File: src/include/twsm_cfg.svh
// Purpose: constants for the two-wire serial master/slave port
// Assumes: pclk runs at 125 MHz, APB registers one 32-bit word each
// Notes: times kept in their own unit, cycle counts derived from them
// What this block does
// - Software moves whole bytes; hardware sequences every serial bit itself.
// - Works as master, slave or both on a multi-master bus.
// - First byte after START holds 7-bit address over the direction bit.
// - Direction one reads from slave; direction zero writes to slave.
// - Receiver acknowledges by holding data low during the clock-high phase.
// - Master transmitter sends START, address with write, data, checks each ack.
// - Master ends every transaction with a STOP, freeing the bus.
// - Master starts only on a free bus: after STOP or idle-high time.
// - Losing arbitration drops master role and keeps receiving as slave.
// - Master waits for the clock line really high before continuing.
// - Clock held low beyond 25 ms counts as a timeout.
// - After that timeout, bus communication is reset within 10 ms.
// - Both lines high beyond 50 us marks the bus free without STOP.
// - A pending START is issued once the bus-free timeout expires.
// - Transfer mode is one of four and reported by status code.
// - Master receiver clocks data and acks per assert-acknowledge setting.
// - Slave acknowledges an address equal to its own-address register.
// - Slave acknowledges general call only when own-address bit zero is set.
// - Slave transmitter sends on master clock, checks ack, leaves on STOP.
// - Whoever sends START plus address is master for that transfer.
// - Interrupt flag sets on every protocol state except idle; software clears.
// - With interrupt flag set and clock low, clock stays held low.
// - Assert-acknowledge one acks when addressed; zero nacks and ignores addresses.
// - STOP and START requested together give STOP first, then START.
`ifndef TWSM_CFG_SVH
`define TWSM_CFG_SVH
`define TWSM_CLK_NS     8
`define TWSM_HALF_NS    5000
`define TWSM_HALF_CYC   ((`TWSM_HALF_NS + `TWSM_CLK_NS - 1) / `TWSM_CLK_NS)
`define TWSM_LOWTO_MS   25
`define TWSM_LOWTO_CYC  ((`TWSM_LOWTO_MS * 1000000) / `TWSM_CLK_NS)
`define TWSM_FREE_US    50
`define TWSM_FREE_CYC   ((`TWSM_FREE_US * 1000 + `TWSM_CLK_NS - 1) / `TWSM_CLK_NS)
`define TWSM_OFS_CTRL   8'h00
`define TWSM_OFS_DATA   8'h04
`define TWSM_OFS_ADDR   8'h08
`define TWSM_OFS_STAT   8'h0C
`define TWSM_B_BUSY     7
`define TWSM_B_EN       6
`define TWSM_B_STA      5
`define TWSM_B_STO      4
`define TWSM_B_SI       3
`define TWSM_B_AA       2
`define TWSM_B_TO       0
`define TWSM_ST_START   8'h08
`define TWSM_ST_RSTART  8'h10
`define TWSM_ST_MTSA    8'h18
`define TWSM_ST_MTSN    8'h20
`define TWSM_ST_MTDA    8'h28
`define TWSM_ST_MTDN    8'h30
`define TWSM_ST_ARB     8'h38
`define TWSM_ST_MRSA    8'h40
`define TWSM_ST_MRSN    8'h48
`define TWSM_ST_MRDA    8'h50
`define TWSM_ST_MRDN    8'h58
`define TWSM_ST_SRSLA   8'h60
`define TWSM_ST_SRGC    8'h70
`define TWSM_ST_SRDA    8'h80
`define TWSM_ST_SRDN    8'h88
`define TWSM_ST_SRSTOP  8'hA0
`define TWSM_ST_STSLA   8'hA8
`define TWSM_ST_STDA    8'hB8
`define TWSM_ST_STDN    8'hC0
`define TWSM_ST_IDLE    8'hF8
`endif

File: src/include/twsm_pkg.sv
// Purpose: types for the two-wire serial master/slave port
// Assumes: nothing beyond the config header
// Notes: master sequencer states
package twsm_pkg;
  typedef enum logic [2:0] {
    m_idle  = 3'b000,
    m_start = 3'b001,
    m_run   = 3'b010,
    m_stopl = 3'b011,
    m_stopr = 3'b100,
    m_stope = 3'b101,
    m_rsl   = 3'b110,
    m_rsr   = 3'b111
  } twsm_mst_t;
endpackage : twsm_pkg

File: src/hw/twsm_top.sv
// Purpose: two-wire serial master/slave port with APB register access
// Assumes: pclk 125 MHz; bus lines open drain with pull-ups
// Notes: APB answers in the second access cycle; one bit engine serves both roles
//
// Implementation choices: the placing of the registers and register access over APB.
`timescale 1ns/1ps
`default_nettype none
`include "twsm_cfg.svh"
module twsm_top #(
  parameter logic [21:0] LOWTO_CYC = 22'(`TWSM_LOWTO_CYC),
  parameter logic [12:0] FREE_CYC  = 13'(`TWSM_FREE_CYC)
) (
  input  wire logic        pclk,
  input  wire logic        presetn,
  input  wire logic        psel,
  input  wire logic        penable,
  input  wire logic        pwrite,
  input  wire logic [7:0]  paddr,
  input  wire logic [31:0] pwdata,
  output logic      [31:0] prdata,
  output logic             pready,
  output logic             pslverr,
  input  wire logic        scl_i,
  output logic             scl_o,
  output logic             scl_oe,
  input  wire logic        sda_i,
  output logic             sda_o,
  output logic             sda_oe
);
  import twsm_pkg::*;

  localparam logic [9:0] HALF_CYC = 10'(`TWSM_HALF_CYC);

  function automatic logic reg_hit(input logic [7:0] a, input logic [7:0] ofs);
    reg_hit = (a == ofs);
  endfunction : reg_hit

  logic [2:0]  scl_sh_reg, scl_sh_next;
  logic [2:0]  sda_sh_reg, sda_sh_next;
  logic [31:0] prdata_reg, prdata_next;
  logic        pready_reg, pready_next;
  logic        pslverr_reg, pslverr_next;
  twsm_mst_t   mst_reg, mst_next;
  logic [9:0]  tcnt_reg, tcnt_next;
  logic        sclhi_reg, sclhi_next;
  logic        rs_reg, rs_next;
  logic        en_reg, en_next;
  logic        sta_reg, sta_next;
  logic        sto_reg, sto_next;
  logic        si_reg, si_next;
  logic        aa_reg, aa_next;
  logic        to_reg, to_next;
  logic        busy_reg, busy_next;
  logic [7:0]  own_reg, own_next;
  logic [7:0]  shift_reg, shift_next;
  logic [7:0]  stat_reg, stat_next;
  logic [3:0]  cnt_reg, cnt_next;
  logic        tx_reg, tx_next;
  logic        addr_reg, addr_next;
  logic        eng_reg, eng_next;
  logic        ackd_reg, ackd_next;
  logic        ackok_reg, ackok_next;
  logic        arbl_reg, arbl_next;
  logic [21:0] lowc_reg, lowc_next;
  logic [12:0] freec_reg, freec_next;
  logic        scl_oe_reg, scl_oe_next;
  logic        sda_oe_reg, sda_oe_next;
  logic        scl_s, scl_p, sda_s, sda_p;
  logic        rise, fall, start_det, stop_det;
  logic        master_on, half_done, wr_en, acc, lowto_hit;

  // Bus view: only stage 1 and later of each synchroniser are used
  assign scl_s     = scl_sh_reg[1];
  assign scl_p     = scl_sh_reg[2];
  assign sda_s     = sda_sh_reg[1];
  assign sda_p     = sda_sh_reg[2];
  assign rise      = scl_s & ~scl_p;
  assign fall      = ~scl_s & scl_p;
  assign start_det = scl_s & scl_p & sda_p & ~sda_s;
  assign stop_det  = scl_s & scl_p & ~sda_p & sda_s;
  assign master_on = (mst_reg != m_idle);
  assign half_done = (tcnt_reg == HALF_CYC - 10'h1);
  assign acc       = psel & penable & ~pready_reg;
  assign wr_en     = psel & penable & pready_reg & pwrite;
  assign lowto_hit = en_reg & ~scl_s & (lowc_reg == LOWTO_CYC - 22'h1);

  // Line synchronisers, reset to the idle-high bus level
  always_comb begin
    scl_sh_next = {scl_sh_reg[1:0], scl_i};
    sda_sh_next = {sda_sh_reg[1:0], sda_i};
  end

  always_ff @(posedge pclk or negedge presetn) begin
    if (!presetn) begin
      scl_sh_reg <= 3'h7;
      sda_sh_reg <= 3'h7;
    end else begin
      scl_sh_reg <= scl_sh_next;
      sda_sh_reg <= sda_sh_next;
    end
  end

  // APB read side; data and error are registered in the same cycle as pready
  always_comb begin
    pready_next  = acc;
    prdata_next  = prdata_reg;
    pslverr_next = 1'h0;
    if (acc) begin
      prdata_next  = 32'h0;
      pslverr_next = 1'h1;
      if (reg_hit(paddr, `TWSM_OFS_CTRL)) begin
        prdata_next  = {24'h0, busy_reg, en_reg, sta_reg, sto_reg, si_reg, aa_reg, 1'h0, to_reg};
        pslverr_next = 1'h0;
      end
      if (reg_hit(paddr, `TWSM_OFS_DATA)) begin
        prdata_next  = {24'h0, shift_reg};
        pslverr_next = 1'h0;
      end
      if (reg_hit(paddr, `TWSM_OFS_ADDR)) begin
        prdata_next  = {24'h0, own_reg};
        pslverr_next = 1'h0;
      end
      if (reg_hit(paddr, `TWSM_OFS_STAT)) begin
        prdata_next  = {24'h0, si_reg ? stat_reg : `TWSM_ST_IDLE};
        pslverr_next = 1'h0;
      end
    end
  end

  always_ff @(posedge pclk or negedge presetn) begin
    if (!presetn) begin
      prdata_reg  <= 32'h0;
      pready_reg  <= 1'h0;
      pslverr_reg <= 1'h0;
    end else begin
      prdata_reg  <= prdata_next;
      pready_reg  <= pready_next;
      pslverr_reg <= pslverr_next;
    end
  end

  // Protocol engine, master sequencer and control flags
  always_comb begin
    mst_next    = mst_reg;
    tcnt_next   = tcnt_reg;
    sclhi_next  = sclhi_reg;
    rs_next     = rs_reg;
    en_next     = en_reg;
    sta_next    = sta_reg;
    sto_next    = sto_reg;
    si_next     = si_reg;
    aa_next     = aa_reg;
    to_next     = to_reg;
    busy_next   = busy_reg;
    own_next    = own_reg;
    shift_next  = shift_reg;
    stat_next   = stat_reg;
    cnt_next    = cnt_reg;
    tx_next     = tx_reg;
    addr_next   = addr_reg;
    eng_next    = eng_reg;
    ackd_next   = ackd_reg;
    ackok_next  = ackok_reg;
    arbl_next   = arbl_reg;
    lowc_next   = 22'h0;
    freec_next  = 13'h0;
    // Software writes first so that hardware sets below win the same cycle
    if (wr_en && reg_hit(paddr, `TWSM_OFS_CTRL)) begin
      en_next  = pwdata[`TWSM_B_EN];
      sta_next = pwdata[`TWSM_B_STA];
      sto_next = pwdata[`TWSM_B_STO];
      si_next  = pwdata[`TWSM_B_SI];
      aa_next  = pwdata[`TWSM_B_AA];
      to_next  = pwdata[`TWSM_B_TO];
    end
    if (wr_en && reg_hit(paddr, `TWSM_OFS_ADDR))
      own_next = pwdata[7:0];
    if (wr_en && reg_hit(paddr, `TWSM_OFS_DATA))
      shift_next = pwdata[7:0];
    // Bus-free watch: idle-high time frees the bus without a STOP
    if (scl_s & sda_s & busy_reg) begin
      if (freec_reg == FREE_CYC - 13'h1)
        busy_next = 1'h0;
      else
        freec_next = freec_reg + 13'h1;
    end
    // Bit engine follows the observed clock for either role
    if (start_det) begin
      busy_next = 1'h1;
      cnt_next  = 4'hF; // First clock fall after START is not a bit; it wraps to 0
      addr_next = 1'h1;
      tx_next   = master_on;
      eng_next  = master_on;
      arbl_next = 1'h0;
      ackd_next = 1'h0;
    end else if (stop_det) begin
      busy_next = 1'h0;
      sto_next  = 1'h0;
      if (eng_reg & ~master_on) begin
        si_next   = 1'h1;
        stat_next = `TWSM_ST_SRSTOP;
      end
      eng_next  = 1'h0;
      tx_next   = 1'h0;
      addr_next = 1'h0;
      ackd_next = 1'h0;
    end else if (rise) begin
      if (cnt_reg < 4'h8) begin
        shift_next = {shift_reg[6:0], sda_s};
        if (tx_reg & ~sda_oe_reg & ~sda_s) begin
          arbl_next = 1'h1;
          tx_next   = 1'h0;
          eng_next  = 1'h0;
          mst_next  = m_idle;
        end
      end else begin
        ackok_next = ~sda_s;
      end
    end else if (fall) begin
      if (cnt_reg == 4'h7) begin
        cnt_next = 4'h8;
        if (addr_reg & ~master_on)
          ackd_next = aa_reg & ((shift_reg[7:1] == own_reg[7:1])
                    | ((shift_reg[7:1] == 7'h0) & own_reg[0]));
        else
          ackd_next = ~tx_reg & eng_reg & aa_reg;
      end else if (cnt_reg == 4'h8) begin
        cnt_next  = 4'h0;
        addr_next = 1'h0;
        if (master_on) begin
          si_next = 1'h1;
          if (addr_reg) begin
            tx_next = ~shift_reg[0];
            if (shift_reg[0])
              stat_next = ackok_reg ? `TWSM_ST_MRSA : `TWSM_ST_MRSN;
            else
              stat_next = ackok_reg ? `TWSM_ST_MTSA : `TWSM_ST_MTSN;
          end else if (tx_reg) begin
            stat_next = ackok_reg ? `TWSM_ST_MTDA : `TWSM_ST_MTDN;
          end else begin
            stat_next = ackd_reg ? `TWSM_ST_MRDA : `TWSM_ST_MRDN;
          end
        end else if (addr_reg & ackd_reg) begin
          eng_next = 1'h1;
          tx_next  = shift_reg[0];
          si_next  = 1'h1;
          if (shift_reg[0])
            stat_next = `TWSM_ST_STSLA;
          else
            stat_next = (shift_reg[7:1] == 7'h0) ? `TWSM_ST_SRGC : `TWSM_ST_SRSLA;
        end else if (eng_reg) begin
          si_next = 1'h1;
          if (tx_reg) begin
            stat_next = ackok_reg ? `TWSM_ST_STDA : `TWSM_ST_STDN;
            eng_next  = ackok_reg;
            tx_next   = ackok_reg;
          end else begin
            stat_next = ackd_reg ? `TWSM_ST_SRDA : `TWSM_ST_SRDN;
          end
        end else if (arbl_reg) begin
          si_next   = 1'h1;
          stat_next = `TWSM_ST_ARB;
          arbl_next = 1'h0;
        end
      end else begin
        cnt_next = cnt_reg + 4'h1;
      end
    end
    // Slave use of the stop request acts as a received STOP, bus stays busy
    if (~master_on & sto_reg) begin
      sto_next = 1'h0;
      eng_next = 1'h0;
      tx_next  = 1'h0;
    end
    // Data line is only changed while the clock is low
    sda_oe_next = sda_oe_reg;
    if (~scl_s) begin
      sda_oe_next = 1'h0;
      if (tx_reg & (cnt_reg < 4'h8) & ~si_reg)
        sda_oe_next = ~shift_reg[7];
      else if (~tx_reg & (cnt_reg == 4'h8))
        sda_oe_next = ackd_reg;
    end
    scl_oe_next = si_reg & ~scl_s;
    // Master sequencer; the clock is only ever pulled low or released
    unique case (mst_reg)
      m_idle: begin
        if (en_reg & sta_reg & ~busy_reg) begin
          mst_next  = m_start;
          tcnt_next = 10'h0;
          rs_next   = 1'h0;
        end
      end
      m_start: begin
        sda_oe_next = 1'h1;
        tcnt_next   = tcnt_reg + 10'h1;
        if (half_done) begin
          scl_oe_next = 1'h1;
          si_next     = 1'h1;
          stat_next   = rs_reg ? `TWSM_ST_RSTART : `TWSM_ST_START;
          sta_next    = 1'h0;
          mst_next    = m_run;
          sclhi_next  = 1'h0;
          tcnt_next   = 10'h0;
        end
      end
      m_run: begin
        if (~sclhi_reg) begin
          scl_oe_next = 1'h1;
          if (~si_reg) begin
            if ((cnt_reg == 4'h0) & sto_reg) begin
              mst_next  = m_stopl;
              tcnt_next = 10'h0;
            end else if ((cnt_reg == 4'h0) & sta_reg & ~addr_reg) begin
              mst_next  = m_rsl;
              tcnt_next = 10'h0;
            end else if (half_done) begin
              scl_oe_next = 1'h0;
              sclhi_next  = 1'h1;
              tcnt_next   = 10'h0;
            end else begin
              tcnt_next = tcnt_reg + 10'h1;
            end
          end
        end else if (scl_s) begin
          // High phase is timed only from the real rising level
          if (half_done) begin
            scl_oe_next = 1'h1;
            sclhi_next  = 1'h0;
            tcnt_next   = 10'h0;
          end else begin
            tcnt_next = tcnt_reg + 10'h1;
          end
        end
      end
      m_stopl: begin
        scl_oe_next = 1'h1;
        sda_oe_next = 1'h1;
        tcnt_next   = tcnt_reg + 10'h1;
        if (half_done) begin
          mst_next  = m_stopr;
          tcnt_next = 10'h0;
        end
      end
      m_stopr: begin
        scl_oe_next = 1'h0;
        sda_oe_next = 1'h1;
        if (scl_s) begin
          tcnt_next = tcnt_reg + 10'h1;
          if (half_done) begin
            mst_next  = m_stope;
            tcnt_next = 10'h0;
          end
        end
      end
      m_stope: begin
        sda_oe_next = 1'h0;
        tcnt_next   = tcnt_reg + 10'h1;
        if (half_done) begin
          mst_next  = m_idle;
          tcnt_next = 10'h0;
        end
      end
      m_rsl: begin
        scl_oe_next = 1'h1;
        sda_oe_next = 1'h0;
        tcnt_next   = tcnt_reg + 10'h1;
        if (half_done) begin
          mst_next  = m_rsr;
          tcnt_next = 10'h0;
        end
      end
      m_rsr: begin
        scl_oe_next = 1'h0;
        sda_oe_next = 1'h0;
        if (scl_s) begin
          tcnt_next = tcnt_reg + 10'h1;
          if (half_done) begin
            mst_next  = m_start;
            rs_next   = 1'h1;
            tcnt_next = 10'h0;
          end
        end
      end
    endcase
    // Clock-low watchdog; recovery takes effect on the very next edge
    if (en_reg & ~scl_s)
      lowc_next = lowc_reg + 22'h1;
    if (lowto_hit | ~en_reg) begin
      mst_next    = m_idle;
      eng_next    = 1'h0;
      tx_next     = 1'h0;
      arbl_next   = 1'h0;
      busy_next   = 1'h0;
      scl_oe_next = 1'h0;
      sda_oe_next = 1'h0;
      lowc_next   = 22'h0;
    end
    if (lowto_hit)
      to_next = 1'h1;
  end

  always_ff @(posedge pclk or negedge presetn) begin
    if (!presetn) begin
      mst_reg    <= m_idle;
      tcnt_reg   <= 10'h0;
      sclhi_reg  <= 1'h0;
      rs_reg     <= 1'h0;
      en_reg     <= 1'h0;
      sta_reg    <= 1'h0;
      sto_reg    <= 1'h0;
      si_reg     <= 1'h0;
      aa_reg     <= 1'h0;
      to_reg     <= 1'h0;
      busy_reg   <= 1'h0;
      own_reg    <= 8'h0;
      shift_reg  <= 8'h0;
      stat_reg   <= `TWSM_ST_IDLE;
      cnt_reg    <= 4'h0;
      tx_reg     <= 1'h0;
      addr_reg   <= 1'h0;
      eng_reg    <= 1'h0;
      ackd_reg   <= 1'h0;
      ackok_reg  <= 1'h0;
      arbl_reg   <= 1'h0;
      lowc_reg   <= 22'h0;
      freec_reg  <= 13'h0;
      scl_oe_reg <= 1'h0;
      sda_oe_reg <= 1'h0;
    end else begin
      mst_reg    <= mst_next;
      tcnt_reg   <= tcnt_next;
      sclhi_reg  <= sclhi_next;
      rs_reg     <= rs_next;
      en_reg     <= en_next;
      sta_reg    <= sta_next;
      sto_reg    <= sto_next;
      si_reg     <= si_next;
      aa_reg     <= aa_next;
      to_reg     <= to_next;
      busy_reg   <= busy_next;
      own_reg    <= own_next;
      shift_reg  <= shift_next;
      stat_reg   <= stat_next;
      cnt_reg    <= cnt_next;
      tx_reg     <= tx_next;
      addr_reg   <= addr_next;
      eng_reg    <= eng_next;
      ackd_reg   <= ackd_next;
      ackok_reg  <= ackok_next;
      arbl_reg   <= arbl_next;
      lowc_reg   <= lowc_next;
      freec_reg  <= freec_next;
      scl_oe_reg <= scl_oe_next;
      sda_oe_reg <= sda_oe_next;
    end
  end

  // Lines are never driven high: the output value is a constant-low flop
  always_ff @(posedge pclk or negedge presetn) begin
    if (!presetn) begin
      scl_o <= 1'h0;
      sda_o <= 1'h0;
    end else begin
      scl_o <= 1'h0;
      sda_o <= 1'h0;
    end
  end

  assign prdata  = prdata_reg;
  assign pready  = pready_reg;
  assign pslverr = pslverr_reg;
  assign scl_oe  = scl_oe_reg;
  assign sda_oe  = sda_oe_reg;
endmodule : twsm_top
`default_nettype wire

File: config.mk
export PLATFORM = sky130hd
export DESIGN_NAME = twsm_top
export DESIGN_NICKNAME = d
export VERILOG_FILES = /design/src/include/twsm_pkg.sv /design/src/hw/twsm_top.sv
export VERILOG_INCLUDE_DIRS = /design/src /design/src/include
export SDC_FILE = /design/constraint.sdc
export NUM_CORES = 1
export LEC_CHECK = 0
export ABC_AREA = 0
export BUFFER_PORTS_ARGS = -buffer_cell sky130_fd_sc_hd__buf_2
export CAP_MARGIN = 25
export CORE_MARGIN = 2
export CORE_UTILIZATION = 60
export DETAILED_ROUTE_END_ITERATION = 8
export PLACE_DENSITY = 0.91
export SKIP_CTS_REPAIR_TIMING = 1
export SLEW_MARGIN = 20
export SYNTH_ARGS = -nofsm -noshare
export SYNTH_HDL_FRONTEND = slang
export SYNTH_SLANG_ARGS = --single-unit
File: constraint.sdc
create_clock -name pclk -period 6.57 [get_ports pclk]
set_input_delay 0.657 -clock pclk [delete_from_list [all_inputs] [get_ports pclk]]
set_output_delay 0.657 -clock pclk [all_outputs]
set_load 0.005 [all_outputs]
### After elaboration in Yosys (flattened, before gate mapping)

Index checks and enable logic that the tools add are counted.

* add/sub/neg operators: 4
* $lt $le $gt $ge: 1
* equality and inequality tests: 38
* mux-type cells: 184
* bitwise logic cells: 53
* reductions and logical operators: 38

Operator list (count)
* 8-bit 2-to-1 mux: 23
* 1-bit 2-to-1 mux: 106
* 10-bit 2-to-1 mux: 7
* 32-bit 2-to-1 mux: 2
* 3-bit 2-to-1 mux: 19
* 22-bit 2-to-1 mux: 2
* 10-bit case mux with 4 select lines: 1
* 4-bit 2-to-1 mux: 9
* 1-bit bitwise AND: 34
* 7-bit 2-to-1 mux: 4
* 13-bit 2-to-1 mux: 2
* 3-bit case mux with 8 select lines: 1
* 22-bit by 1-bit adder with 22-bit output (second input constant): 1
* 22-bit == test (second input constant): 1
* 1-bit inverter: 17
* 8-bit by 4-bit == test with 1-bit output (second input constant): 2
* 4-bit by 3-bit inequality test with 1-bit output (second input constant): 4
* 4-bit nonzero test: 4
* 5-bit 2-to-1 mux: 3
* 13-bit by 1-bit adder with 13-bit output (second input constant): 1
* 13-bit == test (second input constant): 1
* 3-bit == test (second input constant): 4
* 4-bit by 1-bit inequality test with 1-bit output (second input constant): 3
* 6-bit by 1-bit inequality test with 1-bit output (second input constant): 2
* 39 further kinds: 65

* flip-flop bits (word level): 133
* bits of input ports: 47
* output and inout port bits: 38
* logic and storage cells: 348

### Logic depth before layout (Yosys ltp)

* depth after elaboration: 17
* depth in mapped cells: 8
* depth with buffers taken out: 7

### Worst setup path after synthesis

No wires, ideal clock.

* path type: register to register
* from: register scl_sh_reg[1]
* to: register mst_reg[1]
* setup time: 0.082 ns
* arrival time: 2.031 ns
* required time: 6.488 ns
* slack: 4.457 ns
* cell stages (with the launch flop): 8
* buffers on the path: 1
* clock period less this slack: 2.113 ns
* cell sequence: dfstp_2 ha_1 clkbuf_1 inv_1 o211ai_1 a21oi_1 or4b_1 a31oi_1

* word-level cells in the longest chain between the ends: 11
* elaborated cells between the ends (all ways): 28
* those cells by class: mux (18); bitwise (10)

RTL lines
* start, declared: RTL line twsm_top.sv:38 `logic [2:0] scl_sh_reg, scl_sh_next;`
* start signal, assigned: RTL line twsm_top.sv:98 `scl_sh_reg <= scl_sh_next;`
* 1-bit bitwise AND: RTL line twsm_top.sv:79, twsm_top.sv:80
* 1-bit bitwise AND (2 in a row): RTL line twsm_top.sv:80 `assign stop_det = scl_s & scl_p & ~sda_p & sda_s;`
* 3-bit 2-to-1 mux: RTL line twsm_top.sv:196 `end else if (stop_det) begin`
* 3-bit 2-to-1 mux: RTL line twsm_top.sv:188 `if (start_det) begin`
* 3-bit 2-to-1 mux: RTL line twsm_top.sv:314 `end else if ((cnt_reg == 4'h0) & sta_reg & ~addr_reg) begin`
* 3-bit 2-to-1 mux: RTL line twsm_top.sv:311 `if ((cnt_reg == 4'h0) & sto_reg) begin`
* 3-bit 2-to-1 mux: RTL line twsm_top.sv:310 `if (~si_reg) begin`
* 3-bit 2-to-1 mux: RTL line twsm_top.sv:308 `if (~sclhi_reg) begin`
* 3-bit case mux with 8 select lines: RTL line twsm_top.sv:286 `unique case (mst_reg)`
* 3-bit 2-to-1 mux *: RTL line twsm_top.sv:389 `if (lowto_hit | ~en_reg) begin`
* via mst_next[1]: RTL line twsm_top.sv:43 `twsm_mst_t mst_reg, mst_next;`
* end signal, assigned: RTL line twsm_top.sv:405 `mst_reg <= m_idle;`
* end signal, assigned: RTL line twsm_top.sv:431 `mst_reg <= mst_next;`
* end, declared: RTL line twsm_top.sv:43

Mark *: on every way through the listed nets, which the timed path passes. The rest lies on a longest branch.
A chain may end at the register's enable or synchronous reset.

### Worst setup path after layout

Same ends and word-level chain as after synthesis.

==> flow_summary.json <==
{
  "fp.dieH_um": 110,
  "finalHoldViolCount": 0,
  "antenna_found_initial": 0,
  "reg2reg_slack_ps": 3870,
  "fp-row-count": 38,
  "drc": 0,
  "largest_register_ffs": 22,
  "die_w_um": 110,
  "globalRouteTotalUtil_pct": 28.2,
  "period_needed_ps": 2700,
  "drive_gt1_share_pct": 12.8,
  "syn-instance-count": 746,
  "clkLatencyLatePin_ps": 390,
  "crit_fanout": 23,
  "wl_per_cell_um": 17.4,
  "cp-end-kind": "flop",
  "design.die.area_um2": 12100,
  "dr.first_iter.drc_count": 663,
  "ctsRootBufferMaster": "clkbuf_8",
  "cts-buffers-inserted": 9,
  "io_pins": 85,
  "antennaDiodeCount": 0,
  "synth_ff_type": "dfrtp_1",
  "pwr-share-comb_pct": 15.0,
  "htreeDepth": 3,
  "crit_slowest_cell": "dfstp_2",
  "crit_path_start": "scl_sh_reg[1]$_DFF_PN1_",
  "criticalPathCategory": "reg2reg",
  "hpwl_um": 11300,
  "synth_cell_types": 82,
  "slew_viol_final": 0,
  "period_share_pct": 41.1,
  "p_int_uw": 948,
  "hold_class": "in2async",
  "dr.pass1.iters": 6,
  "numPortBuffers": 34,
  "cap_violations": 0,
  "grt_pass1_vias": 5598,
  "gp_congestion": 0.957,
  "synth_edf_count": 0,
  "ir_worst_vdd_mv": 0.181,
  "start_util_pct": 61.8,
  "rsz0062_at_grt": "no",
  "async_flop_share_pct": 100,
  "synth.avg_cell_area_um2": 9.02,
  "drt-total-wl_um": 15700,
  "grt_max_degree": 58,
  "cts_buffer_depth": 2,
  "final_core_util_pct": 63.9,
  "ant_nets": 0,
  "switching_share_pct": 31.7,
  "grt_pass1_wl_um": 26800,
  "crit_path_start_kind": "flop",
  "syn_area_um2": 6730,
  "ys_ff_latch": 109,
  "design.core.area_um2": 10900,
  "reg2reg_from": "scl_sh_reg[1]$_DFF_PN1_",
  "maxSlewHeadroom_pct": 40.8,
  "vias": 5738,
  "ys_warn_count": 0,
  "grt_overflow_total": 0,
  "clock.fmax_mhz": 371,
  "leakage_uw": 0.00284,
  "cp_cell_sequence": "ha_1 > inv_1 > o211ai_1 > a21oi_1 > or4b_1 > a31oi_1",
  "arrival_ps": 3010,
  "fin_setup_tns_ps": 0,
  "setup_viol": 0,
  "clkSinkCount": 109,
  "switchingPower_uw": 440,
  "critPathRequiredTime_ps": 6880,
  "cts_tree": "built",
  "status": "finished, final reports clean",
  "p_clk_share_pct": 27.0,
  "viasPerCell": 6.34,
  "area_growth_syn_to_layout_pct": 3.46,
  "power_density_nw_per_um2": 199,
  "seqPwrFrac_pct": 58.0,
  "final_net_count": 819,
  "total_power_uw": 1390,
  "worst-slew-pin-transition_ps": 884,
  "worst_path_largest_cell_delay_ps": 860,
  "skew_ps": 9.87,
  "ys_seq_area_share_pct": 40.7,
  "clkSlewWorstSetupHoldPaths_ps": 100
}
## layer usage
layer | up-vias | global-route usage (%) | part of all wire (%)
met3 | 32 | 3.26 | 7.0
met4 | 0 | 11.7 | 2.1
met2 | 282 | 46.1 | 49
met1 | 2767 | 38.3 | 42
met5 | - | 0 | 0
li1 | 2657 | - | -
## critical path: cells and delay by family (launching register included)
family	cells	cell delay [ps]
and+or+nand+nor	1	510
adders and majority gates	1	390
DFF	1	860
buffers and inverters	1	150
AOI/OAI and AO/OA	3	700
## cell families after synthesis
kind of cell	share of synthesized area [%]
muxes	4.59
other	0.0557
buffers and inverters	7.25
adders and majority gates	2.23
xor gates and xnor gates	5.60
AOI/OAI and AO/OA	16.6
and+or+nand+nor	22.9
DFF	40.7
## cells in the final DEF (no fill, tap or decap), types with 5 or more instances in the layout
| cell type | n |
|---|---|
| nor2b_1 | 9 |
| o41ai_1 | 6 |
| and2_1 | 6 |
| nand4_1 | 17 |
| mux2_2 | 15 |
| and3_1 | 8 |
| nor4_1 | 7 |
| dfstp_2 | 11 |
| a31oi_1 | 7 |
| nor3_1 | 20 |
| o22ai_1 | 7 |
| o21a_1 | 5 |
| nor2_1 | 86 |
| conb_1 | 26 |
| nand2b_1 | 9 |
| or3_1 | 6 |
| xor2_1 | 16 |
| mux2i_1 | 14 |
| o21ai_0 | 43 |
| a211oi_1 | 6 |
| inv_1 | 23 |
| or2_2 | 5 |
| nand3_1 | 32 |
| buf_2 | 33 |
| ha_1 | 12 |
| a21oi_1 | 31 |
| o211ai_1 | 9 |
| a22oi_1 | 7 |
| xnor2_1 | 27 |
| nand2_1 | 69 |
| clkbuf_8 | 9 |
| dfrtp_1 | 98 |
## power groups by stage
stage | registers [µW] | clock network (µW) | logic [µW]
3_5_place_dp | 814 | 0 | 203
2_1_floorplan | 772 | 0 | 178
3_3_place_gp | 808 | 0 | 189
5_1_grt | 814 | 401 | 230
6_report | 805 | 375 | 208
4_1_cts | 801 | 378 | 205
## synthesized netlist by cell type, types with 11 or more instances
library cell / instances / share of area [%]
nor3_1: 20 / 1.5
buf_4: 26 / 2.9
a21oi_1: 31 / 2.3
nand2_1: 69 / 3.8
mux2_2: 15 / 2.5
o21ai_0: 43 / 3.2
dfstp_2: 11 / 4.3
inv_1: 23 / 1.3
nor2_1: 86 / 4.8
mux2i_1: 14 / 2.1
ha_1: 12 / 2.2
xor2_1: 16 / 2.1
nand4_1: 17 / 1.6
clkbuf_1: 18 / 1.0
xnor2_1: 27 / 3.5
nand3_1: 32 / 2.4
dfrtp_1: 98 / 36
## path summary, 6_finish.rpt
| path | end | cells past startpoint |
|---|---|---|
| max in group asynchronous | tcnt_reg[7]$_DFFE_PN0P_ | 2 |
| worst min-delay path | freec_reg[7]$_DFF_PN0_ | 1 |
| min in group pclk | sda_sh_reg[0]$_DFF_PN1_ | 1 |
| worst max register to register | mst_reg[1]$_DFF_PN0_ | 6 |
| worst max-delay path | mst_reg[1]$_DFF_PN0_ | 6 |
| worst min register to register | scl_sh_reg[1]$_DFF_PN1_ | 0 |
## area by class of cell
| type | instances | area (µm²) |
|---|---|---|
| inverters | 24 | 90.1 |
| repair buffers | 36 | 188 |
| clock buffers | 12 | 135 |
| well taps | 140 | 175 |
| fillers | 865 | 3930 |
| clock inverters | 4 | 32.5 |
| flip-flops and latches | 109 | 2740 |
| multi-input cells | 580 | 3600 |
## per-stage QoR
step / instance area [µm²] / hold WS [ps] / setup WS, ps / cells
finish: 6960 / 276 / 3870 / 905
global route: 6960 / 331 / 3680 / 905
CTS: 6960 / 298 / 3900 / 905
detailed placement: 6790 / 349 / 3930 / 889
global placement: 6790 / 346 / 4010 / 889
floorplan: 6820 / 345 / 4460 / 771
Note: power is estimated with default switching activity, not from simulation.
